--- src/core/rtsp_map.vh ---
// constants for the receive tlp stream port
`ifndef RTSP_MAP_VH
`define RTSP_MAP_VH
`define RTSP_DATA_W 256
`define RTSP_DWORDS 8
`define RTSP_PAR_W 32
`define RTSP_EMPTY_W 2
`define RTSP_ACCEPT_TO_TRANSFER_DELAY 2
`define RTSP_HDR3_POS 3'h3
`define RTSP_HDR4_POS 3'h4
`define RTSP_EMPTY_NONE 2'h0
`endif

--- src/core/rtsp_rx_port.v ---
// receive tlp streaming port with two-cycle accept-to-transfer delay
`timescale 1ns/1ps
`include "rtsp_map.vh"
module rtsp_rx_port #(
  parameter PARITY_EN = 1
) (
  input wire clk_sys,
  input wire srst,
  input wire clk_en,
  input wire src_valid,
  input wire [`RTSP_DATA_W-1:0] src_data,
  input wire src_sop,
  input wire src_eop,
  input wire [3:0] src_dwords,
  input wire src_err,
  input wire src_hdr4,
  input wire src_msg,
  input wire src_addr_bit2,
  output wire src_ready,
  input wire recv_sink_accept,
  output reg recv_beat_valid,
  output reg [`RTSP_DATA_W-1:0] recv_tlp_bus,
  output reg recv_packet_first,
  output reg recv_packet_last,
  output reg [`RTSP_EMPTY_W-1:0] recv_empty_qwords,
  output reg recv_uncorrectable_flag,
  output reg [`RTSP_PAR_W-1:0] recv_byte_odd_parity
);
  // framing states; the flush state holds the source off for one output slot
  localparam [1:0] ST_IDLE = 2'h0;
  localparam [1:0] ST_BODY = 2'h1;
  localparam [1:0] ST_FLUSH = 2'h2;

  reg accept_d1;
  reg pkt_shift;
  reg [31:0] carry_word;
  reg [1:0] st;
  reg [1:0] next_st;
  wire flush_pend;
  reg flush_err;
  reg pkt_err;
  wire slot_open;
  wire take;
  wire emit_flush;
  wire beat_shift;
  wire [2:0] slot_pos;
  wire [31:0] slot_word;
  wire [`RTSP_DATA_W-1:0] shifted;
  wire [31:0] spill;
  wire [4:0] out_dwords;
  wire overflow;
  wire beat_err;
  reg [`RTSP_DATA_W-1:0] next_data;
  reg next_first;
  reg next_last;
  reg [`RTSP_EMPTY_W-1:0] next_empty;
  reg next_err;

  // bit set when its byte holds an even count of ones, so nine bits are odd
  function [`RTSP_PAR_W-1:0] odd_par;
    input [`RTSP_DATA_W-1:0] d;
    integer k;
    begin
      for (k = 0; k < `RTSP_PAR_W; k = k + 1) begin
        odd_par[k] = ~(^d[k*8 +: 8]);
      end
    end
  endfunction

  // quadwords left empty in the last beat, a lone dword still fills one
  function [`RTSP_EMPTY_W-1:0] empty_of;
    input [4:0] ndw;
    reg [4:0] used_q;
    begin
      used_q = (ndw - 5'h01) >> 1;
      empty_of = 2'h3 - used_q[1:0];
    end
  endfunction

  // accept seen one cycle back; the register stage supplies the second cycle
  assign slot_open = clk_en & accept_d1;
  assign emit_flush = slot_open & flush_pend;
  // the source is held off while the spilled last dword goes out
  assign src_ready = slot_open & ~flush_pend;
  assign take = src_ready & src_valid;
  assign flush_pend = (st == ST_FLUSH);

  // pad after a 3dw header when address is qword aligned, after 4dw when not
  assign beat_shift = src_sop ?
    (src_msg ? 1'b0 : (src_hdr4 ? src_addr_bit2 : ~src_addr_bit2)) : pkt_shift;
  assign slot_pos = src_sop ? ((src_hdr4 | src_msg) ? `RTSP_HDR4_POS : `RTSP_HDR3_POS) : 3'h0;
  // the pad dword is zero; messages are never padded
  assign slot_word = src_sop ? 32'h00000000 : carry_word;

  rtsp_dword_shift #(
    .NDW(`RTSP_DWORDS)
  ) u_shift (
    .in_beat(src_data),
    .shift_en(beat_shift),
    .slot_pos(slot_pos),
    .slot_word(slot_word),
    .out_beat(shifted),
    .spill_word(spill)
  );

  assign out_dwords = {1'b0, src_dwords} + {4'h0, beat_shift};
  // a shifted full last beat leaves one dword for an extra beat
  assign overflow = src_eop & (out_dwords > 5'h08);
  // errors mark every beat of the packet from the one where they show
  assign beat_err = src_err | (pkt_err & ~src_sop);

  always @* begin
    next_st = st;
    case (st)
      ST_IDLE: begin
        // a packet may start and end in one beat
        if (take) begin
          if (overflow) begin
            next_st = ST_FLUSH;
          end else if (!src_eop) begin
            next_st = ST_BODY;
          end
        end
      end
      ST_BODY: begin
        if (take) begin
          if (overflow) begin
            next_st = ST_FLUSH;
          end else if (src_eop) begin
            next_st = ST_IDLE;
          end
        end
      end
      ST_FLUSH: begin
        if (emit_flush) begin
          next_st = ST_IDLE;
        end
      end
      default: begin
        // unused code: recover to idle
        next_st = ST_IDLE;
      end
    endcase
  end

  // outputs hold data between beats; markers fall to zero
  always @* begin
    next_data = recv_tlp_bus;
    next_first = 1'b0;
    next_last = 1'b0;
    next_empty = `RTSP_EMPTY_NONE;
    next_err = 1'b0;
    if (emit_flush) begin
      next_data = {{(`RTSP_DATA_W-32){1'b0}}, carry_word};
      next_last = 1'b1;
      next_empty = empty_of(5'h01);
      next_err = flush_err;
    end else if (take) begin
      next_data = shifted;
      next_first = src_sop;
      next_last = src_eop & ~overflow;
      if (src_eop & ~overflow) begin
        next_empty = empty_of(out_dwords);
      end
      next_err = beat_err;
    end
  end

  always @(posedge clk_sys) begin
    if (srst) begin
      accept_d1 <= 1'b0;
      recv_beat_valid <= 1'b0;
      recv_tlp_bus <= {`RTSP_DATA_W{1'b0}};
      recv_packet_first <= 1'b0;
      recv_packet_last <= 1'b0;
      recv_empty_qwords <= `RTSP_EMPTY_NONE;
      recv_uncorrectable_flag <= 1'b0;
      recv_byte_odd_parity <= {`RTSP_PAR_W{1'b0}};
      pkt_shift <= 1'b0;
      carry_word <= 32'h00000000;
      st <= ST_IDLE;
      flush_err <= 1'b0;
      pkt_err <= 1'b0;
    end else if (clk_en) begin
      // a low enable freezes the accept history too, so no slot is lost
      accept_d1 <= recv_sink_accept;
      st <= next_st;
      // valid only in a slot granted by accept two cycles earlier
      recv_beat_valid <= take | emit_flush;
      recv_tlp_bus <= next_data;
      recv_packet_first <= next_first;
      recv_packet_last <= next_last;
      recv_empty_qwords <= next_empty;
      recv_uncorrectable_flag <= next_err;
      if (PARITY_EN != 0) begin
        recv_byte_odd_parity <= odd_par(next_data);
      end
      if (emit_flush) begin
        flush_err <= 1'b0;
      end
      if (take) begin
        pkt_shift <= beat_shift & ~src_eop;
        // the spilled dword opens the next beat of a shifted packet
        carry_word <= spill;
        pkt_err <= beat_err & ~src_eop;
        if (overflow) begin
          flush_err <= beat_err;
        end
      end
    end
  end
endmodule // rtsp_rx_port

--- src/core/rtsp_dword_shift.v ---
// one-dword insertion shifter for a 256-bit beat
`timescale 1ns/1ps
module rtsp_dword_shift #(
  parameter NDW = 8
) (
  input wire [NDW*32-1:0] in_beat,
  input wire shift_en,
  input wire [2:0] slot_pos,
  input wire [31:0] slot_word,
  output wire [NDW*32-1:0] out_beat,
  output wire [31:0] spill_word
);
  genvar i;
  generate
    for (i = 0; i < NDW; i = i + 1) begin : g_dw
      if (i == 0) begin : g_first
        assign out_beat[31:0] = (shift_en && slot_pos == 3'h0) ? slot_word : in_beat[31:0];
      end else begin : g_rest
        assign out_beat[i*32+31:i*32] = !shift_en ? in_beat[i*32+31:i*32] :
          (i < slot_pos) ? in_beat[i*32+31:i*32] :
          (i == slot_pos) ? slot_word : in_beat[i*32-1:i*32-32];
      end
    end
  endgenerate
  // the top dword falls out of the beat and is carried to the next one
  assign spill_word = in_beat[NDW*32-1:NDW*32-32];
endmodule // rtsp_dword_shift

--- config.mk ---
export PLATFORM = sky130hd
export DESIGN_NAME = rtsp_rx_port
export DESIGN_NICKNAME = d
export VERILOG_FILES = /design/src/core/rtsp_rx_port.v /design/src/core/rtsp_dword_shift.v
export VERILOG_INCLUDE_DIRS = /design/src /design/src/core
export SDC_FILE = /design/constraint.sdc
export NUM_CORES = 1
export LEC_CHECK = 0
export BUFFER_PORTS_ARGS = -buffer_cell sky130_fd_sc_hd__clkbuf_2
export CAP_MARGIN = 20
export CORE_AREA = 10 10 210 212
export DETAILED_ROUTE_END_ITERATION = 6
export DIE_AREA = 0 0 220 222
export HOLD_SLACK_MARGIN = 0.03
export PLACE_DENSITY = 0.73
export REMOVE_ABC_BUFFERS = 1
export SLEW_MARGIN = 20
export SYNTH_ARGS = -nofsm -noshare
export SYNTH_HDL_FRONTEND = slang
export SYNTH_SLANG_ARGS = --single-unit
export TNS_END_PERCENT = 30
--- constraint.sdc ---
create_clock -name clk_sys -period 7.6 [get_ports clk_sys]
set_clock_uncertainty 0.1 [all_clocks]
set_input_delay 0.38 -clock clk_sys [delete_from_list [all_inputs] [get_ports clk_sys]]
set_output_delay 0.38 -clock clk_sys [all_outputs]
set_load 0.01 [all_outputs]
## After elaboration in Yosys (flattened, before gate mapping)

Index checks and enable logic that the tools add are counted.

| storage, ports and cells | value |
|---|---|
| latch bits | 0 |
| register bits | 332 |
| memories kept | 0 |
| bits in writable memories | 0 |
| output and inout bits | 295 |
| memory bits (read-only) | 0 |
| input port bits | 271 |

| operators by class | value |
|---|---|
| reduce and logical (&&, ||, !) cells | 37 |
| mux-type cells | 49 |
| multiply operators | 0 |
| add/sub/neg operators | 3 |
| shift-type cells | 0 |
| equality and inequality tests | 14 |
| div/mod/pow operators | 0 |
| bitwise operators | 49 |
| order comparisons | 7 |

Operators by type and width:

| cell | count |
|---|---|
| 32-bit 2-to-1 mux | 22 |
| 256-bit 2-to-1 mux | 2 |
| 8-bit XOR reduction | 32 |
| 1-bit NOT | 37 |
| 2-bit 2-to-1 mux | 10 |
| 3-bit == test (first input constant) | 4 |
| 1-bit 2-to-1 mux | 12 |
| 1-bit bitwise AND | 9 |
| 3-bit less-than comparator (first input constant) | 3 |
| 2-bit by 3-bit == test with 1-bit output (first input constant) | 2 |
| 2-bit by 3-bit less-than comparator with 1-bit output (first input constant) | 2 |
| 3-bit 2-to-1 mux | 2 |
| 3-bit != test (second input constant) | 2 |
| 2-bit one-hot mux with 3 select lines | 1 |
| 6-bit AND reduction | 1 |
| 4-bit by 1-bit adder with 5-bit output | 1 |
| 5-bit by 4-bit greater-than comparator with 1-bit output (second input constant) | 1 |
| 2-bit != test (second input constant) | 2 |
| 1-bit by 3-bit == test with 1-bit output (first input constant) | 1 |
| 3-bit logical NOT | 1 |
| 1-bit by 3-bit less-than comparator with 1-bit output (first input constant) | 1 |
| 1-bit OR | 3 |
| 3-bit by 1-bit subtractor with 3-bit output (second input constant) | 1 |
| 2-bit by 1-bit == test with 1-bit output (second input constant) | 1 |
| other kinds (6) | 6 |

## Logic depth before layout (Yosys ltp)

| logic depth | value |
|---|---|
| word-level depth | 12 |
| gate-level depth with buffers | 19 |

## Modules after synthesis

Synthesis repeated with hierarchy kept, for this count alone.

| unflattened totals | value |
|---|---|
| cell total of the unflattened synthesis | 3227 |
| area, all modules | 23183.5 um^2 |

By module, submodules not included:

| module | cells each | area an instance (um^2) | seq. area each (um^2) | times used |
|---|---|---|---|---|
| rtsp_rx_port | 2237 | 17649.4 | 6646.4 | 1 |
| rtsp_dword_shift | 990 | 5534.1 | 0.0 | 1 |

## Worst setup path before layout

No wires, ideal clock.

| timing | value |
|---|---|
| path type | input to register |
| from | input src_addr_bit2 |
| to | register recv_empty_qwords[0] |
| arrival time | 3.055 ns |
| setup slack | 4.317 ns |
| stages on the path | 17 |
| data required time | 7.372 ns |
| cells stage by stage | xor2_1 o21a_1 buf_4 inv_2 buf_2 buf_1 buf_1 ha_1 ha_1 inv_1 ha_1 nand2b_1 a21oi_1 nor3_1 nor2_1 a221oi_1 nor2_1 |

| on the way | value |
|---|---|
| cells in the longest elaborated chain, start to end | 12 |
| elaborated cells on any way between the ends | 14 |

RTL lines:

| what | RTL line | RTL |
|---|---|---|
| start: declaration | rtsp_rx_port.v:18 | `input wire src_addr_bit2,` |
| 1-bit NOT | rtsp_rx_port.v:90 | `(src_msg ? 1'b0 : (src_hdr4 ? src_addr_bit2 : ~src_addr_bit2)) : pkt_shift;` |
| 1-bit 2-to-1 mux * (2 in series) | rtsp_rx_port.v:90 |  |
| 1-bit 2-to-1 mux * | rtsp_rx_port.v:89 | `assign beat_shift = src_sop ?` |
| 4-bit by 1-bit adder with 5-bit output * | rtsp_rx_port.v:106 | `assign out_dwords = {1'b0, src_dwords} + {4'h0, beat_shift};` |
| 5-bit by 4-bit greater-than comparator with 1-bit output | rtsp_rx_port.v:108 | `assign overflow = src_eop & (out_dwords > 5'h08);` |
| 1-bit bitwise AND | rtsp_rx_port.v:108 |  |
| 1-bit NOT | rtsp_rx_port.v:162 | `if (src_eop & ~overflow) begin` |
| 1-bit bitwise AND | rtsp_rx_port.v:162 |  |
| 2-bit 2-to-1 mux * | rtsp_rx_port.v:162 |  |
| 2-bit 2-to-1 mux * | rtsp_rx_port.v:158 | `end else if (take) begin` |
| 2-bit 2-to-1 mux * | rtsp_rx_port.v:153 | `if (emit_flush) begin` |
| end signal: assignment | rtsp_rx_port.v:176 | `` recv_empty_qwords <= `RTSP_EMPTY_NONE; `` |
| end signal: assignment | rtsp_rx_port.v:193 | `recv_empty_qwords <= next_empty;` |
| end: declaration | rtsp_rx_port.v:25 | `` output reg [`RTSP_EMPTY_W-1:0] recv_empty_qwords, `` |

Mark *: on every way between the ends. The rest lies on a longest branch, timed or not.
A chain may end at the register's enable or synchronous reset.

## Worst setup path in the final report

| timing | value |
|---|---|
| from | register accept_d1 |
| to | register recv_byte_odd_parity[29] |

| on the way | value |
|---|---|
| cells in the longest elaborated chain, start to end | 7 |
| elaborated cells on any way between the ends | 8 |

RTL lines:

| what | RTL line | RTL |
|---|---|---|
| start: declaration | rtsp_rx_port.v:34 | `reg accept_d1;` |
| start signal: assignment | rtsp_rx_port.v:186 | `accept_d1 <= recv_sink_accept;` |
| 1-bit bitwise AND * | rtsp_rx_port.v:81 | `assign slot_open = clk_en & accept_d1;` |
| 1-bit bitwise AND | rtsp_rx_port.v:84 | `assign src_ready = slot_open & ~flush_pend;` |
| 1-bit bitwise AND | rtsp_rx_port.v:85 | `assign take = src_ready & src_valid;` |
| 256-bit 2-to-1 mux | rtsp_rx_port.v:158 |  |
| 256-bit 2-to-1 mux * | rtsp_rx_port.v:153 |  |
| 8-bit XOR reduction * | rtsp_rx_port.v:65 | `odd_par[k] = ~(^d[k*8 +: 8]);` |
| 1-bit NOT * | rtsp_rx_port.v:65 |  |
| end signal: assignment | rtsp_rx_port.v:178 | `` recv_byte_odd_parity <= {`RTSP_PAR_W{1'b0}}; `` |
| end signal: assignment | rtsp_rx_port.v:196 | `recv_byte_odd_parity <= odd_par(next_data);` |
| end: declaration | rtsp_rx_port.v:27 | `` output reg [`RTSP_PAR_W-1:0] recv_byte_odd_parity `` |

Marks and branches as above.

==> impl_metrics.csv <==
group,metric,value,unit
outcome,outcome,"complete, no violations",
synthesis,syn_avg_cell_area,8.175,µm²
clocking,cts_sinks,332,
sta,achievable-frequency,0.2326,GHz
synthesis,yosysWarningCount,0,
layout,fillerInstances,3741,
pwr,power.ir.vdd_worst,147.1,µV
sta,finalHoldViolations,0,
die,io_pins,566,
grt,grt_start_max_net_pins,145,
synthesis,synth_enable_flop_cells,0,
detailed_routing,drt_first_pass_iters,6,
detailed_routing,detail_route.vias_per_cell,5.950,
worst_setup_path,critPathKind,"flop to flop",
pwr,power_density,199.2,mW/mm²
grt,number_of_global_route_vias_before_repair,18560,
grt,first_pass_grt_wire_length,119400,µm
synthesis,muxShareOfSynthArea,4.724,%
synthesis,synth_cells,2255,
placement,dp.final_hpwl,59660,µm
grt,grt-ovfl-total,0,
sta,finalSetupViolCount,0,
synthesis,synth_compound_gate_area_share,21.58,%
layout,layout_commonest_cell,"sky130_fd_sc_hd__clkbuf_2",
layout,post_layout_nonfiller_instances,3283,
detailed_routing,detail_route.wirelength,81510,µm
detailed_routing,routed_wire_length_per_instance,24.83,µm
clocking,worst_skew_pair.late_latency,0.56,ns
synthesis,syn_area,0.01843,mm²
sta,setup_tns,0,ns
detailed_routing,drc_errors,0,
worst_setup_path,critical_path.endpoint_type,"flop",
pwr,p_leak,9.812,nW
synthesis,synth_top_cell_area_share,36.06,%
synthesis,synthArstFlopShare,0,%
die,floorplan.initialDensity,46.50,%
synthesis,synth.area.top_cells,"sky130_fd_sc_hd__dfxtp_1 (36%), sky130_fd_sc_hd__xnor2_1 (9.8%), sky130_fd_sc_hd__nor2_1 (5.7%)",
grt,globalRouteTotalUtil,31.56,%
clocking,ctsLongestPathBuffers,3,
clocking,tritoncts,"yes",
worst_setup_path,timing.critical_path.cells,"and3_4 > and2_4 > buf_4 > nand2_1 > o211a_1 > xnor2_1 > xnor2_1 > xnor2_1 > o22ai_1",
sta,timing_max_transition_violations_final,0,
layout,layout_common_cells,"sky130_fd_sc_hd__clkbuf_2 (564), sky130_fd_sc_hd__dfxtp_1 (331), sky130_fd_sc_hd__nor2_1 (281)",
synthesis,postSynth.topFlopCell,"sky130_fd_sc_hd__dfxtp_1",
clocking,htreeDepth,2,
clocking,post-cts-setup-buffer-count,0,
min_path,holdCritPathClass,"primary input to flop",
placement,numPortBuffers,565,
clocking,cts.reportedPaths.clkPinSlew,0.06,ns
layout,final_net_count,2988,
layout,layout-drive-gt1-share,27.24,%
synthesis,synth.ff_latch_count,332,
synthesis,synthAdderAreaFrac,0.2715,%
sta,rsz0062_at_grt,"false",
detailed_routing,route.vias.total,19530,
worst_setup_path,worst_path_max_delay_cell,"sky130_fd_sc_hd__and2_4",
detailed_routing,route.antenna.remaining_nets,0,
worst_setup_path,crit_arrival,4.60,ns
synthesis,synth_top_family_by_area,"compound AO/OA/AOI/OAI gates",
job,cap_violations,0,
placement,routabilityCongestion,0.9837,
grt,grt_antenna_before_repair,17,
layout,syn_to_final_growth,23.53,%
synthesis,post_synth_xor_area_fraction,14.65,%
layout,multiInputGateArea,0.01089,mm²
die,die_area,0.04884,mm²
detailed_routing,number_of_drc_markers_after_the_initial_detailed_route_iteration,2454,
worst_setup_path,crit_path_frequent_cell,"sky130_fd_sc_hd__xnor2_1",
synthesis,ys_seq_area_share,36.06,%
worst_setup_path,startpoint_type,"flop",
worst_setup_path,worstPathMaxFanout,85,
synthesis,synth_top_cell_by_area,"sky130_fd_sc_hd__dfxtp_1",
worst_setup_path,critPathRequiredTime,7.90,ns
sta,post-route-min-period,4.298,ns
die,rows,73,
die,die_y_extent,222,µm
clocking,numCtsBuffers,39,
synthesis,yosys.cell_types.count,51,
sta,min_period_over_period,56.56,%
synthesis,synth_simple_gate_area_share,17.63,%
worst_setup_path,critical-path-max-stage-delay,0.93,ns
layout,seqCellArea,0.006648,mm²
clocking,root_buffer,"sky130_fd_sc_hd__clkbuf_16",
sta,max_slew.worst_pin.slew,1.130,ns
sta,worst_slew_margin_rel,24.68,%
die,die_width,220,µm
placement,place_inst,3172,
die,core_area,0.03964,mm²
[flip-flops by register name, summed over array words and instances, names as in the netlist, 2 cells and up]
signal,flops
recv_byte_odd_parity,32
recv_empty_qwords,2
recv_tlp_bus,256
st,2
carry_word,32
[cell type report]
class,instances,area share [%]
well taps,525,2.885
multi-input cells,1721,47.80
clock buffers,57,5.077
inverters,6,0.1044
diodes,16,0.1758
flip-flops and latches,332,29.19
repair buffers,613,14.31
clock inverters,13,0.4505
[synth_stat cells (11+ instances only)]
cell type,number
sky130_fd_sc_hd__nand2_1,261
sky130_fd_sc_hd__xnor2_1,206
sky130_fd_sc_hd__o211a_1,28
sky130_fd_sc_hd__o22ai_1,41
sky130_fd_sc_hd__a211oi_1,37
sky130_fd_sc_hd__nand3_1,102
sky130_fd_sc_hd__mux2i_1,42
sky130_fd_sc_hd__dfxtp_1,332
sky130_fd_sc_hd__buf_2,59
sky130_fd_sc_hd__a222oi_1,15
sky130_fd_sc_hd__o21ai_0,111
sky130_fd_sc_hd__mux2_2,40
sky130_fd_sc_hd__a31o_2,32
sky130_fd_sc_hd__xnor3_1,13
sky130_fd_sc_hd__xor2_1,69
sky130_fd_sc_hd__a31oi_1,21
sky130_fd_sc_hd__a2bb2oi_1,18
sky130_fd_sc_hd__buf_1,11
sky130_fd_sc_hd__nor2_1,282
sky130_fd_sc_hd__a21o_1,26
sky130_fd_sc_hd__nor2b_1,76
sky130_fd_sc_hd__a21oi_1,165
sky130_fd_sc_hd__clkbuf_1,109
sky130_fd_sc_hd__a221oi_1,66
[critical path, delay by kind of cell (launching register included)]
family | cells | cell delay, ns
AOI/OAI and AO/OA | 2 | 0.37
DFF | 1 | 0.51
buffers and inverters | 1 | 0.77
xor gates and xnor gates | 3 | 0.52
and+or+nand+nor | 3 | 1.78
[power breakdown]
group / total, mW / internal (mW) / switching [mW]
sequential: 1.86 / 1.81 / 0.0528
combinational: 0.799 / 0.345 / 0.454
clock: 1.88 / 1.09 / 0.786
total: 4.54 / 3.24 / 1.29
[timing repair]
action                                  in CTS  in global routing
endpoints found under the setup margin       0                  0
resized for setup                            0                  0
endpoints found under the hold margin       25                  0
hold buffers                                25                  0
[per-layer routing]
| metal | part of all wire (%) | global-route usage, % | up-vias |
|---|---|---|---|
| met4 | 4.5 | 14.40 | 4 |
| met1 | 39 | 39.63 | 9429 |
| met5 | 0.039 | 0 | - |
| met2 | 46 | 49.22 | 1075 |
| li1 | - | - | 8812 |
| met3 | 10 | 8.636 | 213 |
[cell families after synthesis]
kind of cell             after synthesis
multiplexers                          82
buffers and inverters                202
AO/OA/AOI/OAI                        595
flip-flops                           332
XOR/XNOR                             288
adder cells (fa/ha/maj)                4
AND/OR/NAND/NOR                      752
[final timing paths]
kind / slack [ns] / start / cells past startpoint / to
min reg2reg: 0.36 / carry_word[16]$_SDFFE_PP0P_ / 2 / carry_word[16]$_SDFFE_PP0P_
max: 3.30 / accept_d1$_SDFFE_PP0P_ / 9 / recv_byte_odd_parity[29]$_SDFFE_PP0P_
min: 0.06 / src_data[253] / 3 / carry_word[29]$_SDFFE_PP0P_
max reg2reg: 3.30 / accept_d1$_SDFFE_PP0P_ / 9 / recv_byte_odd_parity[29]$_SDFFE_PP0P_
[metrics by stage]
stage          hold slack (ns)  utilization, %  power (mW)  worst slack, ns  area [µm²]
2_1_floorplan           0.3264               -       2.320          -0.4065       17520
3_3_place_gp            0.3388           53.54       2.659            2.953       21220
3_5_place_dp            0.3478           53.54       2.672            2.814       21220
4_1_cts                0.03072           57.34       4.543            3.381       22730
5_1_grt                0.06719           57.43       4.687            3.056       22770
6_report               0.05909           57.45       4.536            3.302       22770
No activity file was read; power rests on OpenSTA's default activity.
